### src/design/nscop_defines.svh
// Constants for the NAND status and column operation host controller
`ifndef NSCOP_DEFINES_SVH
`define NSCOP_DEFINES_SVH
`define NSCOP_CMD_READ_STATUS 8'h70
`define NSCOP_CMD_READ_MODE 8'h00
`define NSCOP_CMD_RAND_READ 8'h05
`define NSCOP_CMD_RAND_READ_GO 8'hE0
`define NSCOP_CMD_RAND_INPUT 8'h85
`define NSCOP_STAT_WP_N 7
`define NSCOP_STAT_RDY 6
`define NSCOP_STAT_ARRAY_RDY 5
`define NSCOP_STAT_REWRITE 3
`define NSCOP_STAT_PREV_FAIL 1
`define NSCOP_STAT_FAIL 0
`define NSCOP_SYNC_CYC 2
`define NSCOP_CLK_MHZ 20
`define NSCOP_PERIOD_NS 50
`define NSCOP_T_STROBE_NS 50
`define NSCOP_T_CMD_OUT_NS 120
`define NSCOP_T_ADDR_IN_NS 100
`define NSCOP_STROBE_CYC ((`NSCOP_T_STROBE_NS + `NSCOP_PERIOD_NS - 1) / `NSCOP_PERIOD_NS)
`define NSCOP_CMD_OUT_CYC ((`NSCOP_T_CMD_OUT_NS + `NSCOP_PERIOD_NS - 1) / `NSCOP_PERIOD_NS)
`define NSCOP_ADDR_IN_CYC ((`NSCOP_T_ADDR_IN_NS + `NSCOP_PERIOD_NS - 1) / `NSCOP_PERIOD_NS)
`define NSCOP_OP_STATUS 3'h0
`define NSCOP_OP_READ_MODE 3'h1
`define NSCOP_OP_RAND_READ 3'h2
`define NSCOP_OP_RAND_INPUT 3'h3
`define NSCOP_OP_INT_INPUT 3'h4
`define NSCOP_OP_DATA_RD 3'h5
`define NSCOP_OP_DATA_WR 3'h6
`endif

### src/design/nscop_pkg.sv
// Types for the NAND status and column operation host controller
package nscop_pkg;
  typedef enum logic [2:0] {
    NSCOP_CYC_CMD, NSCOP_CYC_ADDR, NSCOP_CYC_DOUT, NSCOP_CYC_DIN
  } nscop_cyc_e;
  typedef enum logic [1:0] {
    NSCOP_MODE_NONE, NSCOP_MODE_STATUS, NSCOP_MODE_DOUT, NSCOP_MODE_DIN
  } nscop_mode_e;
endpackage : nscop_pkg

### src/design/nscop_cyc_if.sv
// Carrier between sequencer and bus cycle engine
`timescale 1ns/1ps
`default_nettype none
interface nscop_cyc_if;
  import nscop_pkg::*;
  logic req;
  nscop_cyc_e kind;
  logic [7:0] wdata;
  logic [3:0] gap;
  logic done;
  logic [7:0] rdata;
  modport seq (output req, output kind, output wdata, output gap,
    input done, input rdata);
  modport eng (input req, input kind, input wdata, input gap,
    output done, output rdata);
endinterface : nscop_cyc_if
`default_nettype wire

### src/design/nscop_cyc_engine.sv
// One asynchronous bus cycle: command, address, data out or data in
`timescale 1ns/1ps
`default_nettype none
`include "nscop_defines.svh"
module nscop_cyc_engine
  import nscop_pkg::*;
(
  input wire logic i_clk,
  input wire logic i_nrst,
  input wire logic i_ce,
  nscop_cyc_if.eng cyc,
  input wire logic [7:0] i_io_sync,
  output logic o_cle,
  output logic o_ale,
  output logic o_we_n,
  output logic o_re_n,
  output logic [7:0] o_io,
  output logic o_io_oe_n
);
  typedef enum logic [1:0] {
    NSCOP_E_IDLE, NSCOP_E_LOW, NSCOP_E_HIGH, NSCOP_E_GAP
  } nscop_eng_e;
  nscop_eng_e st_q;
  logic [3:0] cnt_q;
  logic [7:0] rdata_q;
  logic wr_q;
  assign cyc.done = (st_q == NSCOP_E_GAP) && (cnt_q == 4'h0);
  assign cyc.rdata = rdata_q;
  always_ff @(posedge i_clk or negedge i_nrst) begin
    if (!i_nrst) begin
      st_q <= NSCOP_E_IDLE;
      cnt_q <= 4'h0;
      rdata_q <= 8'h00;
      o_cle <= 1'b0;
      o_ale <= 1'b0;
      o_we_n <= 1'b1;
      o_re_n <= 1'b1;
      o_io <= 8'h00;
      o_io_oe_n <= 1'b1;
      wr_q <= 1'b0;
    end else if (i_ce) begin
      case (st_q)
        NSCOP_E_IDLE: begin
          if (cyc.req) begin
            wr_q <= (cyc.kind != NSCOP_CYC_DOUT);
            o_cle <= (cyc.kind == NSCOP_CYC_CMD);
            o_ale <= (cyc.kind == NSCOP_CYC_ADDR);
            o_io <= cyc.wdata;
            o_io_oe_n <= (cyc.kind == NSCOP_CYC_DOUT);
            o_we_n <= (cyc.kind == NSCOP_CYC_DOUT);
            o_re_n <= (cyc.kind != NSCOP_CYC_DOUT);
            // Read strobe held low until the byte has passed both sync flops
            cnt_q <= (cyc.kind == NSCOP_CYC_DOUT) ?
              4'(`NSCOP_STROBE_CYC + `NSCOP_SYNC_CYC) : 4'(`NSCOP_STROBE_CYC);
            st_q <= NSCOP_E_LOW;
          end
        end
        NSCOP_E_LOW: begin
          if (cnt_q > 4'h1) begin
            cnt_q <= cnt_q - 4'h1;
          end else begin
            // Sample read data just before the rising read strobe
            if (!wr_q) begin
              rdata_q <= i_io_sync;
            end
            o_we_n <= 1'b1;
            o_re_n <= 1'b1;
            st_q <= NSCOP_E_HIGH;
          end
        end
        NSCOP_E_HIGH: begin
          o_cle <= 1'b0;
          o_ale <= 1'b0;
          o_io_oe_n <= 1'b1;
          cnt_q <= cyc.gap;
          st_q <= NSCOP_E_GAP;
        end
        default: begin
          if (cnt_q != 4'h0) begin
            cnt_q <= cnt_q - 4'h1;
          end else begin
            st_q <= NSCOP_E_IDLE;
          end
        end
      endcase
    end
  end
endmodule : nscop_cyc_engine
`default_nettype wire

### src/design/nscop_host.sv
// Host controller issuing status and column address operations
`timescale 1ns/1ps
`default_nettype none
`include "nscop_defines.svh"
// Summary of operation
// [RQ1] Each die keeps its own status byte; host reads the selected one
// [RQ2] After 70h every data read returns the status byte
// [RQ3] With read strobe held low, status changes show without toggling
// [RQ4] Host issues 00h after status polling before reading page data
// [RQ5] Host reads status after corrected read time for error outcome
// [RQ6] Bit 6 ready, busy pin follows it
// [RQ7] Bit 5 array ready, low during programming
// [RQ8] Bit 3 set when rewrite is advised after read
// [RQ9] Bit 0 set on program, erase or uncorrectable read failure
// [RQ10] Status read works on the last die even while busy
// [RQ11] Single die target: status read usable after any command
// [RQ12] Column commands reach any byte of the cache register
// [RQ13] Random read accepted when ready, or cache read with die ready
// [RQ14] Random read is 05h, two column cycles, E0h, then data output
// [RQ15] Host waits command-to-output time after E0h before reading
// [RQ16] Random input is 85h plus two column cycles, then data input
// [RQ17] Host waits address-to-input time after second column cycle
// [RQ18] Data input optional; written from given column until next command
// [RQ19] 85h allowed inside program sequences before final command
// [RQ20] Internal input: 85h, two column, three row cycles, then wait
// [RQ21] Host keeps die and plane bits unchanged when redirecting
// [RQ22] Modify move: load cache with 00h-35h, then 85h and new data
// [RQ23] Bit 7 low when write protected, high otherwise
// [RQ24] In status mode data reads return only the status byte
module nscop_host
  import nscop_pkg::*;
(
  input wire logic i_clk,
  input wire logic i_nrst,
  input wire logic i_ce,
  input wire logic i_op_valid,
  output logic o_op_ready,
  input wire logic [2:0] i_op,
  input wire logic [15:0] i_col,
  input wire logic [23:0] i_row,
  input wire logic [7:0] i_wdata,
  output logic o_done,
  output logic [7:0] o_rdata,
  output logic o_rdata_is_status,
  output logic [7:0] o_status,
  output logic o_ready_bit,
  output logic o_array_ready_bit,
  output logic o_fail_bit,
  output logic o_rewrite_bit,
  output logic o_wp_clear,
  output logic o_busy_pin,
  output logic o_ce_n,
  output logic o_cle,
  output logic o_ale,
  output logic o_we_n,
  output logic o_re_n,
  output logic [7:0] o_io,
  output logic o_io_oe_n,
  input wire logic [7:0] i_io,
  input wire logic i_rb_n
);
  nscop_cyc_if cyc ();
  logic [7:0] io_s1_q;
  logic [7:0] io_s2_q;
  logic rb_s1_q;
  logic rb_s2_q;
  logic [2:0] op_q;
  logic [15:0] col_q;
  logic [23:0] row_q;
  logic [7:0] wdata_q;
  logic [2:0] step_q;
  logic act_q;
  logic req_q;
  nscop_cyc_e kind_q;
  logic [7:0] byte_q;
  logic [3:0] gap_q;
  nscop_mode_e mode_q;

  function automatic logic [2:0] last_step(input logic [2:0] op);
    case (op)
      `NSCOP_OP_STATUS: last_step = 3'd1;
      `NSCOP_OP_READ_MODE: last_step = 3'd0;
      `NSCOP_OP_RAND_READ: last_step = 3'd3;
      `NSCOP_OP_RAND_INPUT: last_step = 3'd2;
      `NSCOP_OP_INT_INPUT: last_step = 3'd5;
      default: last_step = 3'd0;
    endcase
  endfunction : last_step

  nscop_cyc_engine u_eng (
    .i_clk(i_clk),
    .i_nrst(i_nrst),
    .i_ce(i_ce),
    .cyc(cyc),
    .i_io_sync(io_s2_q),
    .o_cle(o_cle),
    .o_ale(o_ale),
    .o_we_n(o_we_n),
    .o_re_n(o_re_n),
    .o_io(o_io),
    .o_io_oe_n(o_io_oe_n)
  );

  // Pins from the device cross two flops before use
  always_ff @(posedge i_clk or negedge i_nrst) begin
    if (!i_nrst) begin
      io_s1_q <= 8'h00;
      io_s2_q <= 8'h00;
      // Ready pin idles high; resetting to ready avoids a false busy
      rb_s1_q <= 1'b1;
      rb_s2_q <= 1'b1;
    end else if (i_ce) begin
      io_s1_q <= i_io;
      io_s2_q <= io_s1_q;
      rb_s1_q <= i_rb_n;
      rb_s2_q <= rb_s1_q;
    end
  end

  assign o_op_ready = !act_q;
  assign o_ce_n = 1'b0;
  assign cyc.req = req_q;
  assign cyc.kind = kind_q;
  assign cyc.wdata = byte_q;
  assign cyc.gap = gap_q;
  assign o_ready_bit = o_status[`NSCOP_STAT_RDY]; // RQ6
  assign o_array_ready_bit = o_status[`NSCOP_STAT_ARRAY_RDY]; // RQ7
  assign o_rewrite_bit = o_status[`NSCOP_STAT_REWRITE]; // RQ8
  assign o_fail_bit = o_status[`NSCOP_STAT_FAIL]; // RQ9
  assign o_wp_clear = o_status[`NSCOP_STAT_WP_N]; // RQ23
  assign o_busy_pin = !rb_s2_q; // RQ6

  // Next cycle of the current operation, by step index
  always_comb begin
    kind_q = NSCOP_CYC_ADDR;
    byte_q = 8'h00;
    gap_q = 4'h0;
    case (step_q)
      3'd0: begin
        kind_q = NSCOP_CYC_CMD;
        case (op_q)
          `NSCOP_OP_STATUS: byte_q = `NSCOP_CMD_READ_STATUS; // RQ10
          `NSCOP_OP_READ_MODE: byte_q = `NSCOP_CMD_READ_MODE; // RQ4
          `NSCOP_OP_RAND_READ: byte_q = `NSCOP_CMD_RAND_READ; // RQ14
          `NSCOP_OP_DATA_RD: kind_q = NSCOP_CYC_DOUT;
          `NSCOP_OP_DATA_WR: begin
            kind_q = NSCOP_CYC_DIN; // RQ18 RQ22
            byte_q = wdata_q;
          end
          default: byte_q = `NSCOP_CMD_RAND_INPUT; // RQ16 RQ19 RQ20
        endcase
        if (op_q == `NSCOP_OP_STATUS) begin
          gap_q = 4'(`NSCOP_CMD_OUT_CYC);
        end
      end
      3'd1: begin
        if (op_q == `NSCOP_OP_STATUS) begin
          kind_q = NSCOP_CYC_DOUT; // RQ2
        end else begin
          byte_q = col_q[7:0]; // RQ12
        end
      end
      3'd2: begin
        byte_q = col_q[15:8];
        if (op_q == `NSCOP_OP_RAND_INPUT) begin
          gap_q = 4'(`NSCOP_ADDR_IN_CYC); // RQ17
        end
      end
      3'd3: begin
        if (op_q == `NSCOP_OP_RAND_READ) begin
          kind_q = NSCOP_CYC_CMD;
          byte_q = `NSCOP_CMD_RAND_READ_GO;
          gap_q = 4'(`NSCOP_CMD_OUT_CYC); // RQ15
        end else begin
          byte_q = row_q[7:0];
        end
      end
      3'd4: byte_q = row_q[15:8];
      default: begin
        byte_q = row_q[23:16];
        gap_q = 4'(`NSCOP_ADDR_IN_CYC); // RQ20
      end
    endcase
  end

  always_ff @(posedge i_clk or negedge i_nrst) begin
    if (!i_nrst) begin
      act_q <= 1'b0;
      req_q <= 1'b0;
      step_q <= 3'd0;
      op_q <= 3'd0;
      col_q <= 16'h0000;
      row_q <= 24'h00_0000;
      wdata_q <= 8'h00;
      o_done <= 1'b0;
    end else if (i_ce) begin
      o_done <= 1'b0;
      if (!act_q && i_op_valid) begin
        act_q <= 1'b1;
        req_q <= 1'b1;
        step_q <= 3'd0;
        op_q <= i_op;
        col_q <= i_col;
        row_q <= i_row; // RQ21
        wdata_q <= i_wdata;
      end else if (act_q && req_q) begin
        req_q <= 1'b0;
      end else if (act_q && cyc.done) begin
        // Data ops are one cycle long
        if (step_q == last_step(op_q) || op_q >= `NSCOP_OP_DATA_RD) begin
          act_q <= 1'b0;
          o_done <= 1'b1;
        end else begin
          step_q <= step_q + 3'd1;
          req_q <= 1'b1;
        end
      end
    end
  end

  // Output mode tracks the last command; status mode marks reads as status
  always_ff @(posedge i_clk or negedge i_nrst) begin
    if (!i_nrst) begin
      mode_q <= NSCOP_MODE_NONE;
      o_rdata <= 8'h00;
      o_rdata_is_status <= 1'b0;
      o_status <= 8'h00;
    end else if (i_ce) begin
      if (act_q && cyc.done && step_q == 3'd0) begin
        case (op_q)
          `NSCOP_OP_STATUS: mode_q <= NSCOP_MODE_STATUS;
          `NSCOP_OP_READ_MODE: mode_q <= NSCOP_MODE_DOUT;
          `NSCOP_OP_RAND_INPUT: mode_q <= NSCOP_MODE_DIN;
          `NSCOP_OP_INT_INPUT: mode_q <= NSCOP_MODE_DIN;
          default: mode_q <= mode_q;
        endcase
      end
      if (act_q && cyc.done && op_q == `NSCOP_OP_RAND_READ) begin
        mode_q <= NSCOP_MODE_DOUT;
      end
      if (act_q && cyc.done && kind_q == NSCOP_CYC_DOUT) begin
        o_rdata <= cyc.rdata; // RQ24
        o_rdata_is_status <= (mode_q == NSCOP_MODE_STATUS);
        if (mode_q == NSCOP_MODE_STATUS) begin
          o_status <= cyc.rdata; // RQ2 RQ5
        end
      end
    end
  end
endmodule : nscop_host
`default_nettype wire

### config.mk
export PLATFORM = sky130hd
export DESIGN_NAME = nscop_host
export DESIGN_NICKNAME = d
export VERILOG_FILES = /design/src/design/nscop_pkg.sv /design/src/design/nscop_cyc_if.sv /design/src/design/nscop_cyc_engine.sv /design/src/design/nscop_host.sv
export VERILOG_INCLUDE_DIRS = /design/src /design/src/design
export SDC_FILE = /design/constraint.sdc
export NUM_CORES = 1
export LEC_CHECK = 0
export ABC_AREA = 0
export BUFFER_PORTS_ARGS = -buffer_cell sky130_fd_sc_hd__buf_2
export CAP_MARGIN = 40
export CORE_MARGIN = 2
export CORE_UTILIZATION = 56
export DETAILED_ROUTE_END_ITERATION = 6
export PLACE_DENSITY = 0.85
export REMOVE_ABC_BUFFERS = 1
export SYNTH_ARGS = -nofsm -noshare
export SYNTH_HDL_FRONTEND = slang
export SYNTH_HIERARCHICAL = 1
export SYNTH_SLANG_ARGS = --single-unit
### constraint.sdc
create_clock -name i_clk -period 3.6 [get_ports i_clk]
set_input_delay 0 -clock i_clk [delete_from_list [all_inputs] [get_ports i_clk]]
set_output_delay 0 -clock i_clk [all_outputs]
set_load 0.05 [all_outputs]
==> results.json, run 1 <==
{
  "via_per_inst": 5.68,
  "wl_per_cell_um": 18.9,
  "grt_setup_unrepaired": "false",
  "leakagePower_nw": 3.73,
  "ys_warn_count": 6,
  "grt_max_degree": 123,
  "ys_types": 62,
  "critical-path-top-delay-family": "simple AND/OR/NAND/NOR gates",
  "num_vias": 4281,
  "cp_cell_sequence": "or3b_2 -> a22oi_1 -> o211ai_4 -> nor3b_4 -> mux2_2",
  "critPathKind": "flip-flop to flip-flop",
  "num_antenna_cells": 0,
  "gr-total-overflow": 0,
  "synthArstFlopShare_pct": 100,
  "syn_area_per_cell_um2": 12.8,
  "yosys_register_bits": 122,
  "status": "finished clean",
  "setup_ws_ns": 0.654,
  "synth_edf_count": 0,
  "fp-row-count": 36,
  "min_period_ns": 2.95,
  "cts.sinks": 122,
  "grt_usage_pct": 27.1,
  "crit_start": "op_q[1]",
  "yosys-top-cells-area": "dfrtp_1, mux2_2, ha_1",
  "drtIter0Drc": 290,
  "p_per_area_nw_per_um2": 825,
  "synth_cells": 448,
  "start_util_pct": 58.0,
  "clockBufferDepth": 2,
  "fill_cells": 585,
  "dpl.cell_count": 660,
  "peakVddDrop_v": 0.000541,
  "drive_above_1_share_pct": 41.5,
  "crit_fanout": 27,
  "coreArea_um2": 9860,
  "synth.cell_area_um2": 5720,
  "finish.utilization_pct": 76.4,
  "drv_cap": 0,
  "required_ns": 3.99,
  "grt_pass1_vias": 4670,
  "antenna_found_initial": 0,
  "hold_viol_final": 0,
  "place_ws_ns": 0.698,
  "layout.cells.non_filler": 754,
  "hold_path_class": "input port to flip-flop",
  "cts-root-buf": "clkbuf_8",
  "endpoint_kind": "flip-flop",
  "hold_slack_ns": 0.0273,
  "cts_max_level": 4,
  "max_freq_mhz": 339,
  "remaining_drc_errors": 0,
  "critical_path.slowest_cell": "dfrtp_1",
  "numCtsBuffers": 17,
  "critical-path-max-stage-delay_ns": 0.84,
  "finalSetupViolCount": 0,
  "dr.pass1.iters": 5,
  "gp_congestion": 0.904,
  "grt_pass1_wl_um": 23000,
  "tritoncts": "built",
  "synth_commonest_cells": "dfrtp_1, mux2_2, nand2_1, clkbuf_1, nor2_1",
  "area.sequential_um2": 3060,
  "finish.net_count": 684,
  "cp.arrival_ns": 3.34,
  "holdCritStartpoint": "i_ce",
  "finalSetupTns_ns": 0,
  "yosysSeqAreaShare_pct": 53.5,
  "ys.flop_type": "dfrtp_1",
  "port_buffers": 101,
  "drt-total-wl_um": 14200,
  "cts.clk_slew.worst_paths_ns": 0.06,
  "synth_top_area_share_pct": 51.2,
  "maxSlewHeadroom_pct": 44.9,
  "cp_num_buf_inv": 0,
  "synth_largest_area_cell": "dfrtp_1",
  "place_area_um2": 6320,
  "finalPower_mw": 6.21,
  "clk_latency_ns": 0.52,
  "multi_input_area_um2": 2460,
  "reg2reg_from": "op_q[1]",
  "critPathLaunchType": "flip-flop",
  "die-width_um": 105,
  "synth_most_common_cell": "dfrtp_1",
  "syn_to_final_growth_pct": 31.7,
  "dp_hpwl_um": 8480,
  "cts_setup_buffers": 0,
  "ios": 103,
  "maxSlewViolCount": 0,
  "dieArea_um2": 11000,
  "postRouteAntennaNets": 0,
  "fin_skew_ns": 0.0109,
  "stdcell_area_um2": 7530,
  "die_y_um": 105,
  "worst_pin_slew_ns": 0.825,
  "fin_crit_sh_pct": 81.8
}
tightest hold or removal path: stages:
cell     delay (ns)
buf_2          0.30
nand2_1        0.14
o21ai_0        0.08
report_power, final:
group | total [mW] | switching, mW | internal (mW) | leakage, nW
Sequential | 2.30 | 0.431 | 1.87 | 1.58
Combinational | 2.26 | 1.30 | 0.955 | 1.86
Clock | 1.66 | 0.605 | 1.05 | 0.282
sequential cells by signal (all words and copies together) (netlist names), 2 cells and up:
signal and count:
row_q 24, col_q 16, io_s1_q 8, io_s2_q 8
o_rdata 8, o_status 8, u_eng/cyc.rdata 8, u_eng/o_io 8
wdata_q 8, u_eng/cnt_q 4, op_q 3, step_q 3
mode_q 2, u_eng/st_q 2
area by class of cell:
cell class,instances,area share (%)
flip-flops and latches,122,40.6
repair buffers,167,15.8
clock buffers,21,6.23
clock inverters,11,1.58
multi-input cells,283,32.7
well taps,133,2.21
inverters,17,0.847
final timing paths:
kind | end | slack [ns] | cells past startpoint
worst max register to register | o_status[0] | 0.65 | 5
worst min-delay path | rb_s2_q | 0.03 | 3
min in group asynchronous | u_eng/cyc.rdata[3] | 0.12 | 3
worst max-delay path | o_status[0] | 0.65 | 5
max in group asynchronous | io_s1_q[1] | 3.01 | 3
worst min register to register | u_eng/o_we_n | 0.48 | 1
placed cells by master, fill, tap and decap left out, types with 5 or more instances in the layout:
cell type | Yosys | final
dlygate4sd3_1 | 0 | 62
clkbuf_16 | 0 | 16
a222oi_1 | 9 | 9
o21ai_0 | 16 | 16
a22oi_1 | 5 | 5
clkbuf_8 | 0 | 5
dfstp_2 | 5 | 5
ha_1 | 12 | 12
a21oi_1 | 11 | 11
mux2_4 | 8 | 8
nor3_1 | 5 | 5
conb_1 | 1 | 5
mux2i_1 | 5 | 5
nand3_1 | 8 | 7
and3_1 | 5 | 5
buf_2 | 3 | 100
a31oi_1 | 6 | 6
mux2_2 | 96 | 96
dfrtp_1 | 117 | 117
nor2_1 | 18 | 18
nand2_1 | 19 | 19
inv_1 | 17 | 17
logic make-up after synthesis:
family / share of synthesized area, %
XOR/XNOR: 0.459
multiplexers: 21.9
flip-flops: 53.5
AND/OR/NAND/NOR: 7.87
other: 0.0656
AO/OA/AOI/OAI: 9.82
buffers and inverters: 3.81
adder cells (fa/ha/maj): 2.62
layer usage:
metal  global-route usage (%)  vias to the layer above  routed length [um]
li1                         -                     1943                   -
met3                     7.86                       27                 806
met4                     10.6                        0                 281
met1                     29.8                     2132                5380
met2                     49.0                      179                7760
met5                        0                        -                   0
what timing repair did:
item	CTS	global route
resized for setup	0	0
hold endpoints to repair	183	0
hold buffers	62	0
Power figures use the tool's default switching activity.
==> inputs of run 2 (changes only) <==
ABC_AREA = 1   (was 0)
CORE_UTILIZATION = 51   (was 56)
PLACE_DENSITY = 0.82   (was 0.85)
clock period = 2.4 ns   (was 3.6 ns; I/O delays follow)
==> run 2 against run 1 <==
Compared with the run above:
- register-to-register slack got worse by 0.46 ns
- via count increased by 18%
- synthesized area increased by 2.3%
- fmax increased by 34%
- combinational power increased by 75%
- hold slack got worse by 0.013 ns
- sequential power increased by 47%
- synthesized cell count increased by 47%
- largest cell class unchanged
- sequential share of layout area decreased by 1.1 points
- clock skew decreased by 0.00079 ns
- design area increased by 2.7%
- global-route usage decreased by 2.6 points
==> results.json, run 2 <==
{
  "grt_usage_pct": 24.4,
  "dieArea_um2": 12300,
  "synthArstFlopShare_pct": 100,
  "grt_pass1_wl_um": 24200,
  "dr_wl_met3_um": 681,
  "wl_met1_um": 5980,
  "syn_area_per_cell_um2": 8.91,
  "largest_register": "row_q",
  "grt_max_degree": 78,
  "cts-root-buf": "clkbuf_16",
  "ys_types": 39,
  "cts.clk_slew.worst_paths_ns": 0.06,
  "critPathLaunchType": "flip-flop",
  "final_cell_mix": "nand2_1, dfrtp_1, buf_2",
  "synth_commonest_cells": "nand2_1, dfrtp_1, inv_1, nor2_1, nand3_1",
  "cp.arrival_ns": 2.55,
  "grt_setup_unrepaired": "false",
  "ios": 103,
  "clk_latency_ns": 0.41,
  "num_vias": 5046,
  "place_area_um2": 6510,
  "num_antenna_cells": 0,
  "worst_pin_slew_ns": 0.599,
  "drive_above_1_share_pct": 25.4,
  "dpl.cell_count": 891,
  "numCtsBuffers": 17,
  "drt-total-wl_um": 14500,
  "required_ns": 2.74,
  "cts_setup_buffers": 0,
  "status": "finished clean",
  "gr-total-overflow": 0,
  "hold_viol_final": 0,
  "gp_congestion": 0.909,
  "stdcell_area_um2": 7730,
  "ys.flop_type": "dfrtp_1",
  "ys_warn_count": 6,
  "endpoint_kind": "flip-flop",
  "postRouteAntennaNets": 0,
  "port_buffers": 101,
  "reg2reg_from": "step_q[0]",
  "fin_skew_ns": 0.0101,
  "critPathKind": "flip-flop to flip-flop",
  "peakVddDrop_v": 0.000984,
  "yosysSeqAreaShare_pct": 52.3,
  "maxUsedRoutingLayer": "met4",
  "wl_met2_um": 7570,
  "holdCritStartpoint": "i_op_valid",
  "antenna_found_initial": 0,
  "crit_fanout": 8,
  "maxSlewViolCount": 0,
  "finalSetupTns_ns": 0,
  "layout.cells.non_filler": 984,
  "synth.cell_area_um2": 5850,
  "yosys-top-cells-area": "dfrtp_1, nand2_1, mux2_2",
  "synth_most_common_cell": "nand2_1",
  "top_regs": "row_q x24, col_q x16",
  "syn_to_final_growth_pct": 32.2,
  "dp_hpwl_um": 8730,
  "dr.pass1.iters": 5,
  "cts_max_level": 4,
  "finalSetupViolCount": 0,
  "tritoncts": "built",
  "layout_commonest_cell": "nand2_1",
  "synth_top_area_share_pct": 50.0,
  "grt_pass1_vias": 5111,
  "cts.sinks": 122,
  "die_y_um": 111,
  "synth_cells": 657,
  "fin_crit_sh_pct": 91.9,
  "maxSlewHeadroom_pct": 60.0,
  "p_per_area_nw_per_um2": 1290,
  "yosys_register_bits": 122,
  "setup_ws_ns": 0.195,
  "hold_path_class": "input port to flip-flop",
  "synth_largest_area_cell": "dfrtp_1",
  "leakagePower_nw": 4.06,
  "clockBufferDepth": 2,
  "min_period_ns": 2.21,
  "crit_start": "step_q[0]",
  "place_ws_ns": 0.252,
  "wl_per_cell_um": 14.7,
  "max_freq_mhz": 453,
  "via_per_inst": 5.13,
  "synth_edf_count": 0,
  "finish.utilization_pct": 68.3,
  "drv_cap": 0,
  "largest_register_ffs": 24,
  "finish.net_count": 904,
  "drtIter0Drc": 406,
  "start_util_pct": 51.7,
  "remaining_drc_errors": 0,
  "fp-row-count": 39,
  "coreArea_um2": 11300,
  "die-width_um": 111
}
[run 2: critical path: stages (launching register included)]
cell and delay (ns):
dfrtp_1 0.44, inv_1 0.11, ha_1 0.31, nand2_2 0.14, inv_2 0.08, nand2_1 0.14, nand2_2 0.08, nor3_4 0.22
inv_1 0.09, inv_1 0.09, nand2_1 0.11, nor2_1 0.13, o21ai_0 0.11, nand2_1 0.09
[run 2: final cells by class]
cell class	instances	area [um2]
clock buffer	22	474
clock inverter	10	140
fill	852	3590
inverter	68	255
multi-input combinational	447	2400
sequential	122	3060
tap	143	179
timing repair buffer	172	1220
[run 2: final timing paths]
check                      slack (ns)              to  cells after the start
setup / recovery                 0.19    u_eng/o_we_n                     13
min in group asynchronous        0.07  u_eng/cnt_q[2]                      2
hold reg to reg                  0.47      o_rdata[7]                      2
max in group asynchronous        1.53         rb_s2_q                      3
hold / removal                   0.01       step_q[1]                      5
setup reg to reg                 0.19    u_eng/o_we_n                     13
[run 2: stage by stage]
step           hold slack (ns)  power (mW)
5_1_grt                 0.0429        10.6
6_report                0.0148        9.96
3_3_place_gp           -0.0384        7.01
4_1_cts                 0.0168        9.90
2_1_floorplan           -0.296        6.13
3_5_place_dp           -0.0392        7.14
[run 2: logic make-up (layout without fill, tap and decap cells)]
| family | Yosys count | after routing | synth area share [%] |
|---|---|---|---|
| and+or+nand+nor | 317 | 317 | 23.9 |
| DFF | 122 | 122 | 52.3 |
| other | 1 | 5 | 0.0641 |
| muxes | 35 | 35 | 6.74 |
| buffers and inverters | 92 | 272 | 6.91 |
| AOI/OAI and AO/OA | 78 | 78 | 7.53 |
| adders and majority gates | 12 | 12 | 2.57 |
[run 2: power breakdown]
| group | internal (mW) | switching, mW |
|---|---|---|
| clock network | 1.72 | 0.902 |
| logic | 1.38 | 2.58 |
| registers | 2.86 | 0.523 |
| total | 5.96 | 4.00 |
[run 2: layer usage]
layer / vias up / GRT usage (%)
met3: 28 / 5.36
met2: 170 / 42.6
met4: 0 / 8.72
met5: - / 0
met1: 2405 / 30.0
li1: 2443 / -
[run 2: what timing repair did]
action,4_1_cts,5_1_grt
hold buffers,61,0
setup endpoints to repair,0,1
hold endpoints to repair,148,0
gates resized for setup,0,1
==> inputs of run 3 (changes only) <==
CORE_UTILIZATION = 50   (was 51)
PLACE_DENSITY = 0.81   (was 0.82)
SYNTH_HIERARCHICAL = default   (was 1)
==> run 3 against run 2 <==
Compared with the run above:
- register-to-register slack gained 0.07 ns
- hold slack gained 0.034 ns
- setup slack improved by 0.073 ns
- fmax up 3.4%
- final cell count fell by 2.0%
- highest routed layer unchanged
- first-iteration DRC count down 26%
- core utilization fell by 0.20 points
- total power down 12%
- die area down 1.2%
==> results.json, run 3 <==
{
  "gp_congestion": 0.927,
  "critPathLaunchType": "flip-flop",
  "cp_cell_sequence": "inv_1 -> ha_1 -> nand2_2 -> inv_2 -> nand3_1 -> o21ai_2 -> inv_2 -> nor2_2 -> nand3b_2 -> nand2_1 -> nand2_1",
  "cts.sinks": 122,
  "dr.pass1.iters": 6,
  "grt_pass1_wl_um": 25000,
  "remaining_drc_errors": 0,
  "syn_area_per_cell_um2": 8.80,
  "critical-path-max-stage-delay_ns": 0.41,
  "numCtsBuffers": 17,
  "fp-row-count": 38,
  "ys_warn_count": 0,
  "cp_num_buf_inv": 3,
  "ios": 103,
  "wl_per_cell_um": 15.3,
  "die_y_um": 110,
  "r2r_slack_ns": 0.27,
  "crit_fanout": 9,
  "fin_skew_ns": 0.00886,
  "syn_to_final_growth_pct": 31.5,
  "required_ns": 2.71,
  "worst_r2r_path_depth": 11,
  "cts-root-buf": "clkbuf_16",
  "peakVddDrop_v": 0.000738,
  "finish.net_count": 889,
  "hold_path_class": "input port to flip-flop",
  "multi_input_area_um2": 2220,
  "drv_cap": 0,
  "endpoint_kind": "flip-flop",
  "maxSlewViolCount": 0,
  "synth_cells": 644,
  "num_antenna_cells": 0,
  "yosysSeqAreaShare_pct": 54.0,
  "clk_latency_ns": 0.42,
  "grt_use_met3_pct": 5.71,
  "p_per_area_nw_per_um2": 1170,
  "setup_ws_ns": 0.267,
  "crit_start": "step_q[0]",
  "postRouteAntennaNets": 0,
  "top_regs": "row_q x24, col_q x16",
  "clockBufferDepth": 2,
  "reg2reg_from": "step_q[0]",
  "max_freq_mhz": 469,
  "cts_max_level": 4,
  "synthArstFlopShare_pct": 100,
  "finish.utilization_pct": 68.1,
  "final_cell_mix": "nand2_1, dfrtp_1, buf_2",
  "grt_setup_unrepaired": "false",
  "ys.flop_type": "dfrtp_1",
  "critPathKind": "flip-flop to flip-flop",
  "dieArea_um2": 12200,
  "synth_edf_count": 0,
  "r2r-end": "o_status[2]",
  "hold_viol_final": 0,
  "synth_most_common_cell": "nand2_1",
  "critical_path.slowest_cell": "dfrtp_1",
  "largest_register_ffs": 24,
  "leakagePower_nw": 3.95,
  "tritoncts": "built",
  "finalSetupTns_ns": 0,
  "critical_path.endpoint": "o_status[2]",
  "start_util_pct": 51.8,
  "cp_num_cells": 11,
  "stdcell_area_um2": 7450,
  "grt_max_degree": 76,
  "fin_crit_sh_pct": 88.9,
  "synth_largest_area_cell": "dfrtp_1",
  "maxSlewHeadroom_pct": 55.3,
  "drtIter0Drc": 301,
  "yosys-top-cells-area": "dfrtp_1, nand2_1, mux2_2",
  "cts_resized": 0,
  "place_ws_ns": 0.310,
  "fill_cells": 847,
  "yosys_register_bits": 122,
  "gr-max-usage-layer": "met2",
  "grt_util_met2_pct": 43.5,
  "min_path_cells": 4,
  "die-width_um": 110,
  "ys_types": 35,
  "min_period_ns": 2.13,
  "critical-path-top-delay-family": "simple AND/OR/NAND/NOR gates",
  "grt.met1_usage_pct": 32.1,
  "cp.arrival_ns": 2.44,
  "largest_register": "row_q",
  "antenna_found_initial": 0,
  "gr-total-overflow": 0,
  "coreArea_um2": 10900,
  "drive_above_1_share_pct": 23.8,
  "synth_top_area_share_pct": 51.7,
  "layout_commonest_cell": "nand2_1",
  "status": "finished clean",
  "synth_commonest_cells": "nand2_1, dfrtp_1, inv_1, nor2_1, o21ai_0",
  "cts_hold_buf": 61,
  "port_buffers": 101,
  "via_per_inst": 5.25,
  "drt-total-wl_um": 14700,
  "synth.cell_area_um2": 5670,
  "dp_hpwl_um": 9620,
  "place_area_um2": 6340,
  "grt_usage_pct": 25.5,
  "area.sequential_um2": 3060,
  "cts.clk_slew.worst_paths_ns": 0.05,
  "num_vias": 5062,
  "cts_setup_buffers": 0,
  "finalSetupViolCount": 0,
  "grt_pass1_vias": 5110,
  "worst_pin_slew_ns": 0.668
}
## run 3: cell types whose count changed after synthesis, moves of 3 or more
cell / before / now
a211oi_1: 3 / 0
a21oi_1: 33 / 37
buf_6: 4 / 1
clkbuf_1: 7 / 10
mux2_2: 35 / 29
nand2_1: 193 / 183
nand3_1: 36 / 27
nor2_1: 56 / 51
nor3_1: 0 / 4
o21ai_0: 26 / 47
## run 3: power by group
part	switching [mW]	internal, mW
clock network	0.884	1.32
registers	0.458	2.81
logic	2.15	1.14
total	3.49	5.26
## run 3: worst min-delay path, stage by stage
cell     delay (ns)
buf_2          0.09
inv_1          0.19
nand2_1        0.13
nand2_1        0.05
## run 3: cells by family after synthesis
logic type / synth area share, %
other: 0.0662
DFF: 54.0
and+or+nand+nor: 21.4
adders and majority gates: 2.65
AOI/OAI and AO/OA: 9.19
muxes: 5.76
buffers and inverters: 6.93
## run 3: worst min path at each step
stage	startpoint	to	slack [ns]
after floorplan	i_nrst	act_q	-0.30
after global placement	i_nrst	u_eng.o_ale	0.04
after detailed placement	i_nrst	u_eng.o_ale	0.04
after CTS	i_ce	rb_s1_q	0.04
after global routing	i_ce	rb_s1_q	0.07
final	i_ce	rb_s1_q	0.05
## run 3: cell type report
cell class                 count  area share [%]
clock buffer                  21            6.05
sequential                   122            41.1
tap                          140            2.35
clock inverter                 9           0.705
timing repair buffer         173            16.5
multi-input combinational    427            29.7
inverter                      72            3.63
## run 3: routing by layer
layer | share of wire, % | wire length [um]
met5 | 0 | 0
met3 | 5.3 | 784
met4 | 2.2 | 330
met1 | 42 | 6150
met2 | 51 | 7430
## run 3: through the flow
| stage | cells | total power [mW] | hold slack, ns |
|---|---|---|---|
| after global routing | 964 | 9.33 | 0.0699 |
| after CTS | 964 | 8.72 | 0.0384 |
| after global placement | 873 | 6.26 | 0.0423 |
| after floorplan | 621 | 5.45 | -0.296 |
| final | 964 | 8.75 | 0.0492 |
| after detailed placement | 873 | 6.43 | 0.0417 |
